<file path="config.mk">
export PLATFORM = sky130hd
export DESIGN_NAME = instr_exec_core
export DESIGN_NICKNAME = d
export VERILOG_FILES = /design/src/verilog/exec_pkg.sv /design/src/verilog/instr_field_decode.sv /design/src/verilog/instr_exec_core.sv
export SDC_FILE = /design/constraint.sdc
export NUM_CORES = 2
export LEC_CHECK = 0
export ABC_AREA = 1
export BUFFER_PORTS_ARGS = -buffer_cell sky130_fd_sc_hd__buf_2
export CAP_MARGIN = 20
export CORE_ASPECT_RATIO = 0.75
export CORE_MARGIN = 2
export CORE_UTILIZATION = 47
export DETAILED_ROUTE_END_ITERATION = 10
export PLACE_DENSITY_LB_ADDON = 0.08
export SLEW_MARGIN = 25
export SYNTH_ARGS = -nofsm -noshare
export SYNTH_HDL_FRONTEND = slang
export SYNTH_SLANG_ARGS = --single-unit
</file>
<file path="constraint.sdc">
create_clock -name pclk -period 2.3 [get_ports pclk]
set_input_delay 0.23 -clock pclk [delete_from_list [all_inputs] [get_ports pclk]]
set_output_delay 0.23 -clock pclk [all_outputs]
set_load 0.005 [all_outputs]
</file>
<file path="src/verilog/exec_pkg.sv">
// Shared constants, opcodes, register map and types of the instruction core.
package exec_pkg;

    // ------------------------------------------------------------
    // Instruction word and operand fields
    // ------------------------------------------------------------
    localparam int IW_W    = 14;
    localparam int DATA_W  = 8;
    localparam int FADDR_W = 7;
    localparam int BSEL_W  = 3;
    localparam int K8_W    = 8;
    localparam int K11_W   = 11;
    localparam int FILE_N  = 128;
    localparam int F_LSB   = 0;
    localparam int D_POS   = 7;
    localparam int B_LSB   = 7;
    localparam int K_LSB   = 0;

    localparam logic [FADDR_W-1:0] PORT_ADDR = 7'h06;

    // ------------------------------------------------------------
    // Opcode patterns; '?' marks operand and don't-care positions
    // ------------------------------------------------------------
    localparam logic [IW_W-1:0] PAT_IDLE  = 14'b00_0000_0??0_0000;
    localparam logic [IW_W-1:0] PAT_STORE = 14'b00_0000_1???_????;
    localparam logic [IW_W-1:0] PAT_CLEAR = 14'b00_0001_1???_????;
    localparam logic [IW_W-1:0] PAT_ORWF  = 14'b00_0100_????_????;
    localparam logic [IW_W-1:0] PAT_MOVE_FILE_VALUE  = 14'b00_1000_????_????;
    localparam logic [IW_W-1:0] PAT_BSKIP = 14'b01_11??_????_????;
    localparam logic [IW_W-1:0] PAT_JUMP  = 14'b10_1???_????_????;
    localparam logic [IW_W-1:0] PAT_LDLIT = 14'b11_00??_????_????;
    localparam logic [IW_W-1:0] PAT_ORLIT = 14'b11_1000_????_????;

    typedef enum logic [1:0] {
        CLS_BYTE = 2'h0,
        CLS_BIT  = 2'h1,
        CLS_LIT  = 2'h2
    } class_e;

    typedef enum logic [3:0] {
        OP_IDLE, OP_STORE, OP_CLEAR, OP_ORWF, OP_MOVE_FILE_VALUE,
        OP_BSKIP, OP_JUMP, OP_LDLIT, OP_ORLIT
    } op_e;

    typedef enum logic [3:0] {
        PH_Q1 = 4'b0001,
        PH_Q2 = 4'b0010,
        PH_Q3 = 4'b0100,
        PH_Q4 = 4'b1000
    } phase_e;

    // ------------------------------------------------------------
    // Register map (byte addresses) and fields
    // ------------------------------------------------------------
    localparam logic [7:0] ADDR_CTRL = 8'h00;
    localparam logic [7:0] ADDR_STAT = 8'h04;
    localparam logic [7:0] ADDR_ACC  = 8'h08;
    localparam logic [7:0] ADDR_PC   = 8'h0c;
    localparam logic [7:0] ADDR_IR   = 8'h10;
    localparam int CTRL_RUN  = 0;
    localparam int STAT_Z    = 0;
    localparam int STAT_PCHG = 1;
    localparam int STAT_FLSH = 2;

endpackage : exec_pkg

</file>
<file path="src/verilog/instr_field_decode.sv">
// Splits a 14-bit instruction word into class, operation and operands.
`timescale 1ns/1ps
module instr_field_decode
    import exec_pkg::*;
(
    input  wire logic [IW_W-1:0]    word,
    output class_e                  cls,
    output op_e                     op,
    output logic [FADDR_W-1:0]      f_addr,
    output logic                    dst,
    output logic [BSEL_W-1:0]       bsel,
    output logic [K8_W-1:0]         k8,
    output logic [K11_W-1:0]        k11
);

    // ------------------------------------------------------------
    // Operation lookup
    // ------------------------------------------------------------
    // Unlisted words fall back to idle so stray encodings cannot corrupt state.
    function automatic op_e op_of(input logic [IW_W-1:0] w);
        op_e o;
        o = OP_IDLE;
        casez (w)
            PAT_IDLE:  o = OP_IDLE;
            PAT_STORE: o = OP_STORE;
            PAT_CLEAR: o = OP_CLEAR;
            PAT_ORWF:  o = OP_ORWF;
            PAT_MOVE_FILE_VALUE:  o = OP_MOVE_FILE_VALUE;
            PAT_BSKIP: o = OP_BSKIP;
            PAT_JUMP:  o = OP_JUMP;
            PAT_LDLIT: o = OP_LDLIT;
            PAT_ORLIT: o = OP_ORLIT;
            default:   o = OP_IDLE;
        endcase
        return o;
    endfunction : op_of

    always_comb begin
        op = op_of(word);
        case (op)
            OP_BSKIP: cls = CLS_BIT;
            OP_JUMP, OP_LDLIT, OP_ORLIT, OP_IDLE: cls = CLS_LIT;
            default:  cls = CLS_BYTE;
        endcase
        f_addr = word[F_LSB +: FADDR_W];
        dst    = word[D_POS];
        bsel   = word[B_LSB +: BSEL_W];
        k8     = word[K_LSB +: K8_W];
        k11    = word[K_LSB +: K11_W];
    end

endmodule : instr_field_decode

</file>
<file path="src/verilog/instr_exec_core.sv">
// Instruction fetch, decode and execute core with an APB register slave.
// Summary of operation
// - Sort words into byte, bit, literal classes.
// - Each instruction is one 14-bit word.
// - Destination bit: 0 accumulator, 1 file register.
// - File index is seven bits, 0x00-0x7F.
// - Bit operand picks one bit of register.
// - Literal is eight or eleven bits wide.
// - Cycle is four clocks; plain instructions take one.
// - Taken skip or jump adds flushed idle cycle.
// - File operands always read; written back for store, clear, or destination 1.
// - Port access read clears port mismatch condition.
// - OR-literal into accumulator, updates zero only.
// - Load literal into accumulator, flags untouched.
// - OR accumulator with file, to destination.
// - Store accumulator to file, flags untouched.
// - Move file to destination, zero updated.
// - Don't-care word bits never affect execution.
//
// The implementer's own choices: the register addresses and the APB interface to the registers.
`timescale 1ns/1ps
module instr_exec_core
    import exec_pkg::*;
#(
    parameter int PC_W = K11_W
) (
    input  wire logic              pclk,
    input  wire logic              presetn,
    input  wire logic              psel,
    input  wire logic              penable,
    input  wire logic              pwrite,
    input  wire logic [7:0]        paddr,
    input  wire logic [31:0]       pwdata,
    output logic [31:0]            prdata,
    output logic                   pready,
    output logic                   pslverr,
    output logic [PC_W-1:0]        program_counter,
    input  wire logic [IW_W-1:0]   prog_word,
    input  wire logic [DATA_W-1:0] second_io_port_in,
    output logic [DATA_W-1:0]      second_io_port_out,
    output logic                   port_change_flag
);

    initial begin
        if (PC_W < K11_W) $error("PC_W must hold an eleven-bit jump target.");
    end

    // ------------------------------------------------------------
    // State
    // ------------------------------------------------------------
    typedef struct packed {
        phase_e                         q;
        logic                           run;
        logic [PC_W-1:0]                pc;
        logic [IW_W-1:0]                ir;
        logic                           flush;
        logic [DATA_W-1:0]              acc;
        logic                           z;
        logic [DATA_W-1:0]              opnd;
        logic [DATA_W-1:0]              pin_meta;
        logic [DATA_W-1:0]              pin_sync;
        logic [DATA_W-1:0]              port_seen;
        logic                           pchg;
        logic [31:0]                    rdata;
        logic [FILE_N-1:0][DATA_W-1:0]  file;
    } state_s;

    localparam state_s RST_STATE = '{q: PH_Q1, default: '0};

    state_s s;
    state_s next_s;

    class_e             cls;
    op_e                op;
    logic [FADDR_W-1:0] f_addr;
    logic               dst;
    logic [BSEL_W-1:0]  bsel;
    logic [K8_W-1:0]    k8;
    logic [K11_W-1:0]   k11;

    instr_field_decode u_dec (
        .word   (s.ir),
        .cls    (cls),
        .op     (op),
        .f_addr (f_addr),
        .dst    (dst),
        .bsel   (bsel),
        .k8     (k8),
        .k11    (k11)
    );

    // The port reads the synchronised pins; every other index is storage.
    function automatic logic [DATA_W-1:0] file_rd(input state_s st,
                                                  input logic [FADDR_W-1:0] a);
        return (a == PORT_ADDR) ? st.pin_sync : st.file[a];
    endfunction : file_rd

    logic exec;
    logic setup;
    logic wr_clr;
    assign exec  = (s.q == PH_Q4) && !s.flush;
    assign setup = psel && !penable;
    assign wr_clr = psel && penable && pwrite && (paddr == ADDR_STAT)
                    && pwdata[STAT_PCHG];

    // ------------------------------------------------------------
    // Next state
    // ------------------------------------------------------------
    always_comb begin
        logic [DATA_W-1:0] res;
        logic              wr_f;
        logic              wr_a;
        logic              zupd;
        res  = '0;
        wr_f = 1'b0;
        wr_a = 1'b0;
        zupd = 1'b0;
        next_s = s;
        next_s.pin_meta = second_io_port_in;
        next_s.pin_sync = s.pin_meta;
        // Set wins over a software clear in the same cycle.
        next_s.pchg = (s.pchg && !wr_clr) || (s.pin_sync != s.port_seen);

        // Four clocks per instruction cycle; a started cycle always completes.
        if (s.run || s.q != PH_Q1) begin
            case (s.q)
                PH_Q1: next_s.q = PH_Q2;
                PH_Q2: next_s.q = PH_Q3;
                PH_Q3: next_s.q = PH_Q4;
                PH_Q4: next_s.q = PH_Q1;
                default: next_s.q = PH_Q1;
            endcase
        end

        case (s.q)
            PH_Q1: if (s.run) next_s.ir = prog_word;
            PH_Q2: if (cls != CLS_LIT && !s.flush) begin
                next_s.opnd = file_rd(s, f_addr);
                if (f_addr == PORT_ADDR) next_s.port_seen = s.pin_sync;
            end
            PH_Q4: begin
                // A flushed cycle holds the counter: a jump target is fetched again, and a
                // taken skip has already stepped over the word that it discards.
                next_s.pc = s.flush ? s.pc : PC_W'(s.pc + 1'b1);
                next_s.flush = 1'b0;
                if (exec) begin
                    case (op)
                        OP_STORE: begin
                            res = s.acc;
                            wr_f = 1'b1;
                        end
                        OP_CLEAR: begin
                            wr_f = 1'b1;
                            zupd = 1'b1;
                        end
                        OP_ORWF: begin
                            res = s.acc | s.opnd;
                            wr_f = dst;
                            wr_a = !dst;
                            zupd = 1'b1;
                        end
                        OP_MOVE_FILE_VALUE: begin
                            res = s.opnd;
                            wr_f = dst;
                            wr_a = !dst;
                            zupd = 1'b1;
                        end
                        OP_BSKIP: begin
                            next_s.flush = s.opnd[bsel];
                            if (s.opnd[bsel]) next_s.pc = PC_W'(s.pc + 2'd2);
                        end
                        OP_JUMP: begin
                            next_s.pc = PC_W'(k11);
                            next_s.flush = 1'b1;
                        end
                        OP_LDLIT: begin
                            res = k8;
                            wr_a = 1'b1;
                        end
                        OP_ORLIT: begin
                            res = s.acc | k8;
                            wr_a = 1'b1;
                            zupd = 1'b1;
                        end
                        default: ;
                    endcase
                    if (wr_f) next_s.file[f_addr] = res;
                    if (wr_a) next_s.acc = res;
                    if (zupd) next_s.z = (res == '0);
                end
            end
            default: ;
        endcase

        // APB: read data is sampled in the setup phase, writes land in access.
        if (setup && !pwrite) begin
            case (paddr)
                ADDR_CTRL: next_s.rdata = 32'(s.run);
                ADDR_STAT: next_s.rdata = 32'({s.flush, s.pchg, s.z});
                ADDR_ACC:  next_s.rdata = 32'(s.acc);
                ADDR_PC:   next_s.rdata = 32'(s.pc);
                ADDR_IR:   next_s.rdata = 32'(s.ir);
                default:   next_s.rdata = '0;
            endcase
        end
        if (psel && penable && pwrite && paddr == ADDR_CTRL) begin
            next_s.run = pwdata[CTRL_RUN];
        end
    end

    always_ff @(posedge pclk or negedge presetn) begin
        if (!presetn) begin
            s <= RST_STATE;
        end else begin
            s <= next_s;
        end
    end

    // ------------------------------------------------------------
    // Outputs
    // ------------------------------------------------------------
    assign prdata             = s.rdata;
    assign pready             = 1'b1;
    assign pslverr            = psel && penable && !(paddr inside
                                {ADDR_CTRL, ADDR_STAT, ADDR_ACC, ADDR_PC, ADDR_IR});
    assign program_counter    = s.pc;
    assign second_io_port_out = s.file[PORT_ADDR];
    assign port_change_flag   = s.pchg;
endmodule : instr_exec_core

</file>
# Word level (Yosys, flattened, before mapping)
# Index checks and enable logic that the tools add are counted.
# Widths: inputs -> output; s select.
dict set report totals {
  reg_bits 1129
  input_bits 67
  output_inout_bits 54
  elab_cells 243
}
dict set report op_classes {
  add_sub_neg 2
  magnitude_cmp 3
  eq_ne 28
  mux 32
  n_bitwise 2
  n_reduce_logical 35
}
# cell count
set op_table {}
lappend op_table {{$bwmux 1024} 1}
lappend op_table {{$pmux 14 s5} 1}
lappend op_table {{$bmux 8 s7} 1}
lappend op_table {{$demux 8 s7} 1}
lappend op_table {{$mux 8} 6}
lappend op_table {{$pmux 8 s5} 1}
lappend op_table {{$mux 11} 3}
lappend op_table {{$pmux 4 s8} 1}
lappend op_table {{$eq 4x3->1 const B} 6}
lappend op_table {{$pmux 11 s2} 1}
lappend op_table {{$eq 8x4->1 const B} 2}
lappend op_table {{$logic_not 8->1} 2}
lappend op_table {{$or 8x8->8} 2}
lappend op_table {{$eq 4x2->1 const B} 3}
lappend op_table {{$eq 4x4->1 const B} 3}
lappend op_table {{$logic_and 1x1->1} 12}
lappend op_table {{$pmux 4 s3} 1}
lappend op_table {{$reduce_and 3->1} 4}
lappend op_table {{$add 11x1->11 const B} 1}
lappend op_table {{$add 11x2->11 const B} 1}
lappend op_table {{$mux 10} 1}
lappend op_table {{$mux 1} 9}
lappend op_table {{$eq 4x1->1 const B} 2}
lappend op_table {{$eq 8x3->1 const B} 1}
lappend op_table {{other kinds (24)} 36}

# Logic depth before layout (Yosys ltp)
dict set report depth {
  ltp_word 9
  ltp_mapped 18
  ltp_nobuf 15
}

# Modules after synthesis
# From an unflattened synthesis, not the netlist that was laid out.
dict set report unflattened {
  hier_cells 6793
  hier_area_um2 56933.4
}
# module n_inst cells_each area_each_um2 seq_area_each_um2
set by_module_without_submodules {}
lappend by_module_without_submodules {instr_exec_core 1 6725 56538.0 27802.9}
lappend by_module_without_submodules {instr_field_decode 1 68 395.4 0.0}

# Least setup slack after synthesis
# OpenSTA, ideal clock, no wires.
dict set report synth_path {
  kind {reg-to-reg}
  from {reg s[1111] (netlist name)}
  to {reg s[604] (netlist name)}
  setup_time_ps 128
  arrival_time_ps 2030
  required_time_ps 2172
  slack_ps 141
  stages_incl_launch_ff 15
  n_path_buf 2
  synth_period_minus_slack_ps 2159
  cell_sequence {dfrtp_1 -> inv_2 -> nand2_1 -> nor2_2 -> nand3_2 -> nand2_2 -> inv_2 -> o211ai_4 -> nand2_8 -> nor2_8 -> buf_12 -> nand2_2 -> buf_6 -> nand2_1 -> o21ai_2}
}
dict set report synth_via {
  elab_chain_len 8
  elab_cells_between_ends 25
  cone_classes {14 x eq/ne; 8 x mux; 3 x reduce/logical}
}
# item line
set synth_lines {}
lappend synth_lines {{from (decl)} instr_exec_core.sv:70} ;# state_s s;
lappend synth_lines {{from (signal assigned)} instr_exec_core.sv:215} ;# s <= next_s;
lappend synth_lines {{$eq 7x2->1 (tied with other cells)} instr_field_decode.sv:23} ;# casez (w)
lappend synth_lines {{$pmux 4 s8 (*)} instr_field_decode.sv:23}
lappend synth_lines {{$eq 4x3->1 (tied with other cells)} instr_exec_core.sv:147} ;# case (op)
lappend synth_lines {{$reduce_or 2->1 (no line)} -}
lappend synth_lines {{$pmux 1 s2} instr_exec_core.sv:147}
lappend synth_lines {{$mux 1} instr_exec_core.sv:146} ;# if (exec) begin
lappend synth_lines {{$mux 1} instr_exec_core.sv:135} ;# case (s.q)
lappend synth_lines {{$reduce_and 3->1 (no line)} -}
# Every way passes the cells marked *; elsewhere a longest branch is shown, timed or not. The select of a mux whose other input is x is not followed.
# A chain may end at the register's enable or synchronous reset.

# Final worst setup path
dict set report layout_path {
  from {reg s[1099] (netlist name)}
  to {reg s[1087] (netlist name)}
}
dict set report layout_via {
  elab_chain_len 3
  elab_cells_between_ends 4
  cone_classes {1 x eq/ne; 3 x mux}
}
# item line
set layout_lines {}
lappend layout_lines {{$bmux 8 s7} instr_exec_core.sv:95} ;# return (a == PORT_ADDR) ? st.pin_sync : st.file[a];
lappend layout_lines {{$mux 8 (not written as such)} instr_exec_core.sv:95}
lappend layout_lines {{$mux 8 (*)} instr_exec_core.sv:95}
# Marks and branches as above.

==> metrics.txt <==
Tmin final 2.45 ns; ANT nets after route 0; CTS tree built; Mean Syn Cell Area 7.33 µm²; max-slew violations 0; aggregate global routing overflow 0; average vias per placed instance 5.46; Residual DRC 0; pwr dens 653 nW/µm²; DIE WIDTH 400 µm; commonest non-fill, non-tap cells in the layout nand2_1 (3,564), dfrtp_1 (1,106), o21ai_0 (547); Leak 34.8 nW; Synth Instances 7,550; worst path required time 2.94 ns; part of the cycle the worst path needs 107%; worst reg2reg setup slack -0.15 ns; CTS H-tree lvls 3; Synth cell types 49; routed wire length 201,000 µm; cell area after synthesis 55,300 µm²; CTS Root Cell clkbuf_16; Setup CP Type register to register; Final Hold Vio Count 0; area leader, netlist dfrtp_1; CP startpoint s[1099]; Clock Skews 0.0248 ns; layout cells sized above 1 18.9%; Post-synth EDFFs 0; fmax 408 MHz; utilization after layout 60.4%; yosys warns 0; FFs w/ async S/R, synth 100%; final setup vio count 264; sequential area share after synthesis 50.3%; router iterations before antenna repair 6; post-DP HPWL 128,000 µm; GR Util All Layers 32.6%; Synth-to-Final Area Change 26.8%; vias in the first global route 48,300; Initial Utilization 47.6%; core area 116,000 µm²; failing checks setup timing; first-pass GRT wire length 301,000 µm; Setup WS pre-CTS -0.431 ns; pin count of the biggest net entering global routing 101; top-area cell type share of the netlist area 50.2%; clock sinks 1,111; FF-to-FF Start s[1099]; antenna violations before repair 2; synth top area cells dfrtp_1 (50%), nand2_1 (26%), o21ai_0 (6.3%), o21ai_1 (3.4%), clkbuf_1 (2.4%); GPL Wtd Cong 0.982; Min Hold Slack 0.0775 ns; DR vias 52,100; Worst VDD drop 0.000618 V; max_slew headroom 58.6%; type of origin of the critical path register; CTS buffer count 115; reg-to-reg endpoint s[1087]; Hold Startpoint paddr[5]; crit path capture type register; clock slew at reported path FFs 0.07 ns; number of I/O port buffers 71; Reg2Reg Depth 17; IO Pins 121; initial detailed-routing violation count 5,792; Yosys reg bits 1,111; RSZ-0062 raised after global routing true; total power 45.8 mW; Worst-Margin Slew 0.615 ns; Die Area 120,000 µm²; Worst EP arrival 3.09 ns; Core Rows 108; Clk Latency, worst-skew pair 0.76 ns; commonest non-fill, non-tap cell in the layout nand2_1; max cap viols 0; Die Span Y 301 µm; crit path max fanout 6; WL per Instance 21.1 µm; nets 7,991; status finished with violations; CTS Buffer Depth 3; CP Capture Point s[1087]; Top FF cell, synth dfrtp_1; Hold Crit Class input port to register; Final Worst Setup Slack -0.150 ns
==> how the worst min path moves through the flow <==
stage,endpoint,slack (ns),cells past startpoint
3_5_place_dp,s[774],0.12,1
2_1_floorplan,next_s[1065],-0.07,0
6_report,prdata[11],0.08,5
4_1_cts,prdata[11],0.02,5
5_1_grt,prdata[12],0.09,5
3_3_place_gp,s[774],0.12,1
==> flip-flops by register name (all words and copies together) (netlist names) <==
| name | cells |
|---|---|
| next_s | 8 |
| port_change_flag | 1 |
| prdata | 14 |
| program_counter | 11 |
| s | 1069 |
| second_io_port_out | 8 |
==> synthesized netlist by cell type, types with 2 or more instances <==
cell,number
nand2_1,3882
dfrtp_1,1110
o21ai_0,696
o21ai_1,381
clkbuf_1,348
inv_1,229
nand3_1,175
nor3_1,139
buf_2,108
nor2_1,100
a21oi_1,78
buf_4,58
buf_6,36
buf_1,30
nand2_4,30
o22ai_1,25
xor2_1,19
nand4_1,18
o21ai_2,12
nand2_2,10
inv_2,9
nor2_8,8
nor2_2,5
clkinv_1,4
or2_2,4
buf_12,3
nand3_2,3
o31ai_1,3
a31oi_1,2
conb_1,2
ha_1,2
nor4_1,2
o211ai_1,2
o221ai_1,2
==> power breakdown <==
part / switching, mW / internal (mW)
Combinational: 3.76 / 1.92
Clock: 8.40 / 11.7
Sequential: 0.339 / 19.7
Total: 12.5 / 33.3
==> per-stage QoR <==
step	instance area (µm²)	instances	TNS, ns
3_5_place_dp	61100	9164	-42.77
2_1_floorplan	55400	7567	0
4_1_cts	67300	9479	-6.90
5_1_grt	70100	9556	-43.44
3_3_place_gp	61100	9164	-38.89
6_report	70100	9556	-7.61
==> metal layers <==
metal	routed length, µm	global-route usage, %	vias to the layer above
li1	-	-	24600
met1	90900	49.4	25000
met2	85100	46.8	2234
met3	19200	6.81	341
met4	6130	9.43	2
met5	13	0	-
==> area by class of cell <==
class                   count  area (µm²)
diodes                      1        2.50
clock buffers             156        3320
clock inverters            54         673
fillers                 10500       46100
inverters                 242         950
multi-input cells        5637       26000
flip-flops and latches   1111       27800
well taps                1540        1930
repair buffers            814        9430
repair inverters            1        11.3
==> logic make-up after synthesis <==
| family | count (synthesis) | share of synthesized area [%] |
|---|---|---|
| and+or+nand+nor | 4380 | 31.3 |
| AOI/OAI and AO/OA | 1208 | 11.2 |
| DFF | 1111 | 50.3 |
| buffers and inverters | 827 | 6.85 |
| xor gates and xnor gates | 20 | 0.317 |
| adders and majority gates | 2 | 0.0452 |
| other | 2 | 0.0136 |
==> worst max-delay path, cell delays in order, from the launching register on <==
cell       delay, ns
dfrtp_4         0.52
buf_12          0.16
buf_16          0.16
buf_16          0.17
clkbuf_16       0.16
nand2_1         0.07
nand2_1         0.07
nand2_1         0.07
nand2_1         0.07
nand2_1         0.07
nand2_2         0.12
nand2_2         0.10
nand2_2         0.06
o21ai_2         0.13
nand2_1         0.07
o21bai_1        0.14
buf_4           0.15
nand2_2         0.04
==> what timing repair did <==
| action | 4_1_cts | 5_1_grt |
|---|---|---|
| endpoints found under the setup margin | 668 | 978 |
| buffers inserted | 50 | 36 |
| gates cloned | 26 | 45 |
| endpoints found under the hold margin | 989 | 0 |
| hold buffers | 30 | 0 |
| pin swaps | 51 | 76 |
| resized for setup | 248 | 679 |
(Power assumes the default switching activity.)
